$ cat config.mk
export PLATFORM = sky130hd
export DESIGN_NAME = io_trigger_sequencer
export DESIGN_NICKNAME = d
export VERILOG_FILES = /design/src/trig_seq_pkg.sv /design/src/trig_edge_sync.sv /design/src/io_trigger_sequencer.sv
export VERILOG_INCLUDE_DIRS = /design/src
export SDC_FILE = /design/constraint.sdc
export NUM_CORES = 1
export LEC_CHECK = 0
export ABC_AREA = 1
export BUFFER_PORTS_ARGS = -buffer_cell sky130_fd_sc_hd__buf_2
export CORE_MARGIN = 2
export CORE_UTILIZATION = 54
export DETAILED_ROUTE_END_ITERATION = 7
export PLACE_DENSITY_LB_ADDON = 0.2
export SLEW_MARGIN = 30
export SYNTH_ARGS = -nofsm -noshare
export SYNTH_HDL_FRONTEND = slang
export SYNTH_SLANG_ARGS = --single-unit
$ cat constraint.sdc
create_clock -name CLK_SYS_I -period 2 [get_ports CLK_SYS_I]
set_clock_uncertainty 0.05 [all_clocks]
set_input_delay 0.4 -clock CLK_SYS_I [delete_from_list [all_inputs] [get_ports CLK_SYS_I]]
set_output_delay 0.4 -clock CLK_SYS_I [all_outputs]
set_load 0.01 [all_outputs]
$ cat src/trig_seq_defs.svh
// constants for the trigger sequencer: offsets, field positions, reset values, timing
`ifndef TRIG_SEQ_DEFS_SVH
`define TRIG_SEQ_DEFS_SVH
`define CLK_FREQ_HZ        200000000
`define TICK_PERIOD_MS     1
`define TICK_CYCLES        (`CLK_FREQ_HZ / 1000 * `TICK_PERIOD_MS)
`define MS_W               14
`define TIMEOUT_MIN_MS     14'h000A
`define TIMEOUT_MAX_MS     14'h270F
`define TIMEOUT_RST_MS     14'h270F
`define DELAY_MAX_MS       14'h270F
`define DELAY_RST_MS       14'h0000
// register byte offsets
`define REG_CTRL           4'h0
`define REG_START_DLY      4'h4
`define REG_END_DLY        4'h8
`define REG_TIMEOUT        4'hC
// control register fields
`define CTRL_ENABLE        0
`define CTRL_CONT          1
`define CTRL_SINGLE_EXT    2
`define CTRL_START_SRC     3
`define CTRL_START_FALL    4
`define CTRL_END_SRC       5
`define CTRL_END_FALL      6
`define CTRL_READING       8
`define CTRL_STATE_LSB     9
`define CTRL_RST           7'h04
`endif

$ cat src/trig_seq_pkg.sv
// types shared by the trigger sequencer files
package trig_seq_pkg;
   // sequencer states, one-hot
   typedef enum logic [3:0] {
      ST_IDLE     = 4'b0001,
      ST_START_WT = 4'b0010,
      ST_READING  = 4'b0100,
      ST_END_WT   = 4'b1000
   } seq_state_e;
   // software configuration
   typedef struct packed {
      logic        enable;
      logic        cont;
      logic        single_ext;
      logic        start_src;   // 0 trigger_source_first, 1 trigger_source_second
      logic        start_fall;
      logic        end_src;
      logic        end_fall;
      logic [13:0] start_dly;
      logic [13:0] end_dly;
      logic [13:0] timeout;
   } cfg_s;
   // trigger input synchroniser and edge state
   typedef struct packed {
      logic [1:0] meta;
      logic [1:0] sync;
      logic [1:0] prev;
   } sync_s;
endpackage

$ cat src/trig_edge_sync.sv
// two-flop synchroniser and rise/fall detector for the two trigger inputs
`timescale 1ns/10ps
module trig_edge_sync
   import trig_seq_pkg::*;
(
   // clock and reset
   input  wire logic       clk_i,
   input  wire logic       rst_i,
   // raw pins
   input  wire logic [1:0] pin_i,
   // one-cycle edge pulses
   output logic      [1:0] rise_o,
   output logic      [1:0] fall_o
);
   sync_s r;        // registered state
   sync_s next_r;   // next state

   // meta is only read by sync, edges compare sync with prev
   always_comb begin
      next_r      = r;
      next_r.meta = pin_i;
      next_r.sync = r.meta;
      next_r.prev = r.sync;
   end

   // register the state
   always_ff @(posedge clk_i) begin
      if (rst_i) begin
         r <= '0;
      end else begin
         r <= next_r;
      end
   end

   // successive sampled values give the edges
   assign rise_o = r.sync & ~r.prev;
   assign fall_o = ~r.sync & r.prev;
endmodule // trig_edge_sync

$ cat src/io_trigger_sequencer.sv
// io trigger sequencer: start/end events, delays, task timeout, continuous mode, wishbone slave
// Notes on behaviour
// - continuous mode fires captures back to back
// - io trigger acts only in single external mode
// - timeout 10..9999 ms forces an io-mode session closed; continuous reading is never timed out
// - wait start delay after start event
// - keep reading end delay after end event
// - start event input selectable a or b
// - end event input independently selectable
// - start polarity rising or falling selectable
// - end polarity rising or falling selectable
//
// The placing of the registers and the Wishbone slave port were left to the implementer.
`timescale 1ns/10ps
`include "trig_seq_defs.svh"
module io_trigger_sequencer
   import trig_seq_pkg::*;
#(
   parameter int TICK_CYCLES = `TICK_CYCLES   // clock cycles per millisecond
)(
   // clock and reset
   input  wire logic        CLK_SYS_I,
   input  wire logic        RST_I,
   // wishbone slave
   input  wire logic        CYC_I,
   input  wire logic        STB_I,
   input  wire logic        WE_I,
   input  wire logic [3:0]  ADR_I,
   input  wire logic [3:0]  SEL_I,
   input  wire logic [31:0] DAT_I,
   output logic      [31:0] DAT_O,
   output logic             ACK_O,
   // hardware trigger pins
   input  wire logic        HW_TRIGGER_INPUT_A_I,
   input  wire logic        HW_TRIGGER_INPUT_B_I,
   // session outputs
   output logic             READING_O,
   output logic             CAPTURE_O,
   output logic             TIMEOUT_O
);
   // all module state
   typedef struct packed {
      cfg_s        cfg;
      seq_state_e  st;
      logic [31:0] tick_cnt;
      logic        tick;
      logic [13:0] dly_cnt;     // delay in progress, ms
      logic [13:0] to_cnt;      // session age, ms
      logic        reading;
      logic        capture;
      logic        timeout;
      logic        ack;
      logic [31:0] dat;
   } state_s;

   state_s r;          // registered state
   state_s next_r;     // next state
   logic [1:0] rise;   // synchronised edges
   logic [1:0] fall;
   logic start_ev;     // selected start event
   logic end_ev;       // selected end event
   logic io_mode;      // io trigger active
   logic wb_req;       // new bus request
   logic [13:0] wr14;  // write data low bits
   logic [13:0] to_wr; // clamped timeout

   // input synchroniser and edge detector
   trig_edge_sync u_sync (
      .clk_i  (CLK_SYS_I),
      .rst_i  (RST_I),
      .pin_i  ({HW_TRIGGER_INPUT_B_I, HW_TRIGGER_INPUT_A_I}),
      .rise_o (rise),
      .fall_o (fall)
   );

   // event selection; index 0 is input a, 1 is input b
   assign start_ev = r.cfg.start_fall ? fall[r.cfg.start_src] : rise[r.cfg.start_src];
   assign end_ev   = r.cfg.end_fall ? fall[r.cfg.end_src] : rise[r.cfg.end_src];
   assign io_mode  = r.cfg.enable & r.cfg.single_ext & ~r.cfg.cont;
   assign wb_req   = CYC_I & STB_I & ~r.ack;
   assign wr14     = DAT_I[13:0];

   // clamp the timeout into its legal range
   always_comb begin
      to_wr = wr14;
      if (wr14 < `TIMEOUT_MIN_MS) begin
         to_wr = `TIMEOUT_MIN_MS;
      end else if (wr14 > `TIMEOUT_MAX_MS) begin
         to_wr = `TIMEOUT_MAX_MS;
      end
   end

   // next-state logic: tick, sequencer, bus
   always_comb begin
      next_r         = r;
      next_r.capture = 1'b0;
      next_r.timeout = 1'b0;
      next_r.ack     = 1'b0;
      // millisecond tick divider
      next_r.tick = 1'b0;
      if (r.tick_cnt == 32'(TICK_CYCLES - 1)) begin
         next_r.tick_cnt = '0;
         next_r.tick     = 1'b1;
      end else begin
         next_r.tick_cnt = r.tick_cnt + 32'h1;
      end
      // sequencer
      case (r.st)
         ST_IDLE: begin
            next_r.reading = 1'b0;
            next_r.to_cnt  = '0;
            if (r.cfg.enable && r.cfg.cont) begin
               // free-running: one capture per cycle, no external event
               next_r.capture = 1'b1;
               next_r.reading = 1'b1;
            end else if (io_mode && start_ev) begin
               next_r.dly_cnt = r.cfg.start_dly;
               if (r.cfg.start_dly == '0) begin
                  next_r.st      = ST_READING;
                  next_r.reading = 1'b1;
                  next_r.capture = 1'b1;
               end else begin
                  next_r.st = ST_START_WT;
               end
            end
         end
         ST_START_WT: begin
            // start events here are ignored; session already begun
            if (r.tick) begin
               next_r.to_cnt = r.to_cnt + 14'h1;
               if (r.dly_cnt == 14'h1) begin
                  next_r.st      = ST_READING;
                  next_r.reading = 1'b1;
                  next_r.capture = 1'b1;
               end
               next_r.dly_cnt = r.dly_cnt - 14'h1;
            end
         end
         ST_READING: begin
            if (r.tick) begin
               next_r.to_cnt = r.to_cnt + 14'h1;
            end
            if (end_ev) begin
               next_r.dly_cnt = r.cfg.end_dly;
               if (r.cfg.end_dly == '0) begin
                  next_r.st      = ST_IDLE;
                  next_r.reading = 1'b0;
               end else begin
                  next_r.st = ST_END_WT;
               end
            end
         end
         ST_END_WT: begin
            // still reading until the end delay runs out
            if (r.tick) begin
               next_r.to_cnt = r.to_cnt + 14'h1;
               if (r.dly_cnt == 14'h1) begin
                  next_r.st      = ST_IDLE;
                  next_r.reading = 1'b0;
               end
               next_r.dly_cnt = r.dly_cnt - 14'h1;
            end
         end
         default: begin
            next_r.st      = ST_IDLE;
            next_r.reading = 1'b0;
         end
      endcase
      // task timeout closes any open io-mode session, not continuous reading (which stays in ST_IDLE); start events never restart it
      if (r.st != ST_IDLE && r.tick && (r.to_cnt + 14'h1) >= r.cfg.timeout) begin
         next_r.st      = ST_IDLE;
         next_r.reading = 1'b0;
         next_r.capture = 1'b0;      // a start delay ending on the same tick must not fire a lone capture
         next_r.timeout = 1'b1;
      end
      // leaving io mode abandons the session
      if (r.st != ST_IDLE && !io_mode) begin
         next_r.st      = ST_IDLE;
         next_r.reading = 1'b0;
         next_r.capture = 1'b0;      // no capture from an abandoned session
      end
      // wishbone slave, one wait state, ack drops after one cycle
      if (wb_req) begin
         next_r.ack = 1'b1;
         next_r.dat = '0;
         case (ADR_I)
            `REG_CTRL: begin
               next_r.dat[6:0] = {r.cfg.end_fall, r.cfg.end_src, r.cfg.start_fall, r.cfg.start_src,
                                  r.cfg.single_ext, r.cfg.cont, r.cfg.enable};
               next_r.dat[`CTRL_READING] = r.reading;
               next_r.dat[`CTRL_STATE_LSB +: 4] = r.st;
               if (WE_I && SEL_I[0]) begin
                  next_r.cfg.enable     = DAT_I[`CTRL_ENABLE];
                  next_r.cfg.cont       = DAT_I[`CTRL_CONT];
                  next_r.cfg.single_ext = DAT_I[`CTRL_SINGLE_EXT];
                  next_r.cfg.start_src  = DAT_I[`CTRL_START_SRC];
                  next_r.cfg.start_fall = DAT_I[`CTRL_START_FALL];
                  next_r.cfg.end_src    = DAT_I[`CTRL_END_SRC];
                  next_r.cfg.end_fall   = DAT_I[`CTRL_END_FALL];
               end
            end
            `REG_START_DLY: begin
               next_r.dat[13:0] = r.cfg.start_dly;
               if (WE_I && SEL_I[1:0] == 2'h3) begin
                  next_r.cfg.start_dly = (wr14 > `DELAY_MAX_MS) ? `DELAY_MAX_MS : wr14;
               end
            end
            `REG_END_DLY: begin
               next_r.dat[13:0] = r.cfg.end_dly;
               if (WE_I && SEL_I[1:0] == 2'h3) begin
                  next_r.cfg.end_dly = (wr14 > `DELAY_MAX_MS) ? `DELAY_MAX_MS : wr14;
               end
            end
            `REG_TIMEOUT: begin
               next_r.dat[13:0] = r.cfg.timeout;
               if (WE_I && SEL_I[1:0] == 2'h3) begin
                  next_r.cfg.timeout = to_wr;
               end
            end
            default: begin
               next_r.dat = '0;   // unmapped reads zero, writes ignored
            end
         endcase
      end
   end

   // register the state
   always_ff @(posedge CLK_SYS_I) begin
      if (RST_I) begin
         r                    <= '0;
         r.st                 <= ST_IDLE;
         r.cfg.single_ext     <= 1'b1;
         r.cfg.start_dly      <= `DELAY_RST_MS;
         r.cfg.end_dly        <= `DELAY_RST_MS;
         r.cfg.timeout        <= `TIMEOUT_RST_MS;
      end else begin
         r <= next_r;
      end
   end

   // outputs straight from flops
   assign DAT_O     = r.dat;
   assign ACK_O     = r.ack;
   assign READING_O = r.reading;
   assign CAPTURE_O = r.capture;
   assign TIMEOUT_O = r.timeout;
endmodule // io_trigger_sequencer

# == Yosys cells after proc, flatten, opt, wreduce, memory -nomap -nowiden ==
# Cells that the tools add are included.
# totals
regBits,138
input_bits,47
output_inout_bits,36
wordCells,128
# classes
add_sub_neg,3
magnitude_cmp,5
eq_ne,20
muxes,45
bitwise_logic,10
reduce_logical,22
# ops
cell,count
case mux 28 bit (4 select lines),1
two-way mux 14 bit,6
two-way mux 33 bit,1
"adder 32 x 1 -> 32 bit, second input constant",1
"equality test 32 x 18 -> 1 bit, second input constant",1
two-way mux 4 bit,8
two-way mux 30 bit,1
two-way mux 29 bit,1
zero test 14 bit,2
case mux 7 bit (4 select lines),1
case mux 5 bit (4 select lines),1
"!= test 2 bit, second input constant",9
case mux 4 bit (4 select lines),1
two-way mux 1 bit,15
"adder 14 x 1 -> 14 bit, second input constant",1
"equality test 14 x 1 -> 1 bit, second input constant",1
>= comparator 14 bit,1
"greater-than comparator 14 bit, second input constant",1
"less-than comparator 14 x 4 -> 1 bit, second input constant",1
"subtractor 14 x 1 -> 14 bit, second input constant",1
"equality test 4 bit, second input constant",3
AND reduction 3 bit,4
AND reduction 6 bit,2
"equality test 4 x 3 -> 1 bit, second input constant",2
22 further kinds,39

# == Logic depth before layout (Yosys ltp) ==
# logic_depth
word_depth,9
depth_mapped,19

# == By module ==
# Synthesis repeated with hierarchy kept, for this count alone.
# hier_totals
cells_unflattened,1226
area_unflattened_um2,7817.5
# modules_own_cells
mod,instances,cells_each,area_per_inst_um2
io_trigger_sequencer,1,1202,7629.8
trig_edge_sync,1,24,187.7

# == Worst setup path after synthesis ==
# Ideal clock, no wire load.
# synth_path
kind,reg2reg
start,register r[36] (netlist bit)
end,register r[98] (netlist bit)
arrival_ns,2.017
t_required_ns,1.835
slack_ns,-0.182
stages_incl_launch_ff,17
cell_sequence,dfxtp_1 ha_1 nand3_1 nor2_1 nand2_1 xor2_1 inv_1 ha_1 nand2_1 nor2_1 inv_1 nor2_1 nand2_1 nand3_1 nand2_1 nand2_1 nor2_1
# synth_via
elab_chain_cells,4
# synth_lines
element,line_no,source
start: declaration,io_trigger_sequencer.sv:56,state_s r;
start signal: assignment,io_trigger_sequencer.sv:237,r <= next_r;
adder 14 x 1 -> 14 bit,io_trigger_sequencer.sv:170,if (r.st != ST_IDLE && r.tick && (r.to_cnt + 14'h1) >= r.cfg.timeout) begin
>= comparator 14 bit,io_trigger_sequencer.sv:170,
logical AND 1 bit,io_trigger_sequencer.sv:170,
OR reduction 3 bit (no line),-,
# No other way between the ends.
# A chain may end at the register's enable or synchronous reset.

# == Final worst setup path ==
# layout_path
start,register r[36] (netlist bit)
end,register r[97] (netlist bit)
# Same word-level chain as after synthesis.

==> impl_metrics.csv <==
group,metric,value,unit
outcome,status,"finished, violations left",
outcome,failed_checks,"negative setup slack",
placement,hpwl,16900,µm
clock_network,h-tree-depth,4,
yosys,synth_top_family_by_area,"simple AND/OR/NAND/NOR gates",
setup_path,cp.required,2.27,ns
pwr,power_density,890,nW/µm²
yosys,synth_warnings,0,
clock_network,cts_tree,"built",
timing,max_slew_margin,0.531,
global_route,overflow,0,
placement,gp_congestion,0.964,
timing,slew_violations,0,
cells_and_area,antenna_cells,0,
cells_and_area,stdcell_count,1514,
placement,pre_cts_slack,-0.247,ns
drt,drt.antenna.violating_nets,0,
setup_path,cp_cell_sequence,"nand3_4, nor2_4, nand2_4, nor2_4, xor2_2, ha_1, a21oi_1, nand2_1, a21oi_2, nand3_2, a21oi_2, nand2_1",
timing,worstMarginPinSlew,0.704,ns
clock_network,clock_tree.root_cell,"clkbuf_16",
drt,routed_via_density,5.28,
floorplanning,pin_count,83,
floorplanning,initial_core_util,0.547,
yosys,synth_mux_area_frac,0,
drt,drt_wl_total,22300,µm
floorplanning,rows,44,
global_route,grt_usage,0.288,
floorplanning,core-area,14400,µm²
clock_network,cts.sinks,138,
clock_network,clockBufferDepth,2,
yosys,yosysMostFrequentCell,"nand2_1",
flow_run,drv_cap,0,
setup_path,startpoint_type,"register",
yosys,syn_area_per_cell,6.38,µm²
yosys,synth_common_cells,"nand2_1 (356), nor2_1 (173), inv_1 (149), dfxtp_1 (138), a21oi_1 (95)",
yosys,synthXorXnorAreaFrac,0.0244,
clock_network,cts.clk_slew.worst_paths,0.06,ns
setup_path,path_max_fanout,4,
drt,drtIter0Drc,644,
global_route,grt_antenna_before_repair,0,
pwr,ir_worst_vdd,0.000608,V
timing,setup_viol,7,
cells_and_area,post-route-util,0.646,
yosys,synth_top_cell_area_share,0.350,
timing,fin_crit,2.22,ns
drt,dr.pass1.iters,5,
drt,routedWlPerCell,14.7,µm
yosys,synthCells,1236,
global_route,grt_first_pass_wirelength,36300,µm
global_route,grt_max_degree,59,
yosys,async_flop_share,0,
placement,portBuffers,44,
cells_and_area,drive_above_1_share,0.157,
yosys,seq_area_frac_synth,0.350,
cells_and_area,final_nets,1385,
clock_network,clk_latency,0.42,ns
pwr,p_leak,4.22,nW
setup_path,crit_family,"simple AND/OR/NAND/NOR gates",
yosys,synth.distinct_cells,41,
yosys,synth_top_area_cell,"dfxtp_1",
yosys,ys_ff_latch,138,
floorplanning,fp.dieW,125,µm
setup_path,critical_path_class,"register to register",
yosys,synthTopCellsByArea,"dfxtp_1 (35%), nand2_1 (17%), nor2_1 (8.2%), inv_1 (7.1%), a21oi_1 (6.0%)",
placement,placed_cells,1475,
timing,worst_slack,-0.223,ns
worst_hold_path,hp-class,"input port to register",
floorplanning,die-area,15600,µm²
yosys,synth_area,7890,µm²
setup_path,end_kind,"register",
timing,fmax,0.450,GHz
yosys,yosys_most_used_dff,"dfxtp_1",
setup_path,path_buf_inv,0,
setup_path,cp.arrival,2.49,ns
cells_and_area,area_delta_synth_final,18.1,%
yosys,synth_fa_ha_area_frac,0.0301,
setup_path,critPathMaxStageDelay,0.38,ns
timing,post-route-period-util,1.11,
yosys,synth_compound_area_frac,0.123,
yosys,synth_enable_flop_cells,0,
drt,vias,7996,
floorplanning,die_h,125,µm
global_route,grt_pass1_vias,7581,
clock_network,hold_buffers,0,
setup_path,slowest_stage,"dfxtp_4",
yosys,synth_simple_gate_area_share,0.349,
drt,post-route-drc-count,0,
timing,rsz0062_at_grt,"yes",
timing,final_hold_viol_count,0,
clock_network,tritoncts.num_buffers,17,
## final timing paths
path,startpoint,endpoint,slack [ns],cells past startpoint
max,r[36],r[97],-0.22,12
min reg2reg,u_sync.next_r[3],u_sync.next_r[1],0.35,2
min,HW_TRIGGER_INPUT_A_I,u_sync.next_r[2],0.13,3
max reg2reg,r[36],r[97],-0.22,12
## kinds of logic (layout without fill, tap and decap cells)
| group | after synthesis | after routing |
|---|---|---|
| xor gates and xnor gates | 22 | 22 |
| AOI/OAI and AO/OA | 175 | 175 |
| and+or+nand+nor | 664 | 664 |
| buffers and inverters | 217 | 294 |
| other | 1 | 18 |
| DFF | 138 | 138 |
| adders and majority gates | 19 | 19 |
## worst register-to-register path, stage by stage (launching register included)
cell	delay, ns
dfxtp_4	0.38
nand3_4	0.09
nor2_4	0.16
nand2_4	0.08
nor2_4	0.14
xor2_2	0.19
ha_1	0.28
a21oi_1	0.16
nand2_1	0.08
a21oi_2	0.13
nand3_2	0.12
a21oi_2	0.18
nand2_1	0.06
## layer usage
layer / up-vias / track usage / routed length [µm]
met5: - / 0 / 0
met4: 0 / 0.133 / 887
met3: 69 / 0.0588 / 1430
met2: 286 / 0.470 / 10300
met1: 3604 / 0.366 / 9620
li1: 4037 / - / -
## state kept, by name, summed over array words and instances, names as in the netlist
signal,cells
u_sync.next_r,4
u_sync.r,2
CAPTURE_O,1
READING_O,1
TIMEOUT_O,1
r,114
DAT_O,14
ACK_O,1
## metrics by stage
stage | total power, mW | hold WS [ns] | TNS [ns] | area (µm²)
after floorplan | 4.62 | 0.338 | -0.0122 | 8020
after global placement | 5.02 | 0.344 | -1.28 | 8530
after detailed placement | 5.07 | 0.346 | -1.63 | 8530
after CTS | 8.30 | 0.120 | -1.26 | 9250
after global routing | 8.72 | 0.125 | -2.50 | 9310
final | 8.29 | 0.131 | -1.48 | 9310
## repair_timing
action / 4_1_cts / 5_1_grt
setup buffers: 7 / 2
pin swaps: 19 / 18
resized for setup: 18 / 12
endpoints found under the setup margin: 7 / 9
## final cells by class
type	count	area (µm²)
Clock buffer	23	488
Clock inverter	7	115
Fill cell	1359	5110
Inverter	153	574
Multi-Input combinational cell	898	4390
Sequential cell	138	2780
Tap cell	184	230
Timing Repair Buffer	111	736
## layout by cell type (no fill, tap or decap), drive strengths merged, types with 4 or more instances in the layout
cell	count
conb	18
ha	19
nor2	176
nor3	20
xor2	17
clkbuf	23
o2111ai	8
dfxtp	138
nand4	17
or2	9
a22oi	4
nand2	364
buf	111
a21oi	101
nand3	70
o21ai	49
o211ai	4
o22ai	4
inv	152
xnor2	5
## power by group
group | switching [mW] | leakage (nW) | total, mW | internal [mW]
Combinational | 1.39 | 2.80 | 2.09 | 0.700
Sequential | 0.107 | 1.12 | 2.96 | 2.86
Clock | 1.16 | 0.291 | 3.24 | 2.07
Total | 2.66 | 4.22 | 8.29 | 5.63
(Power assumes the default switching activity.)
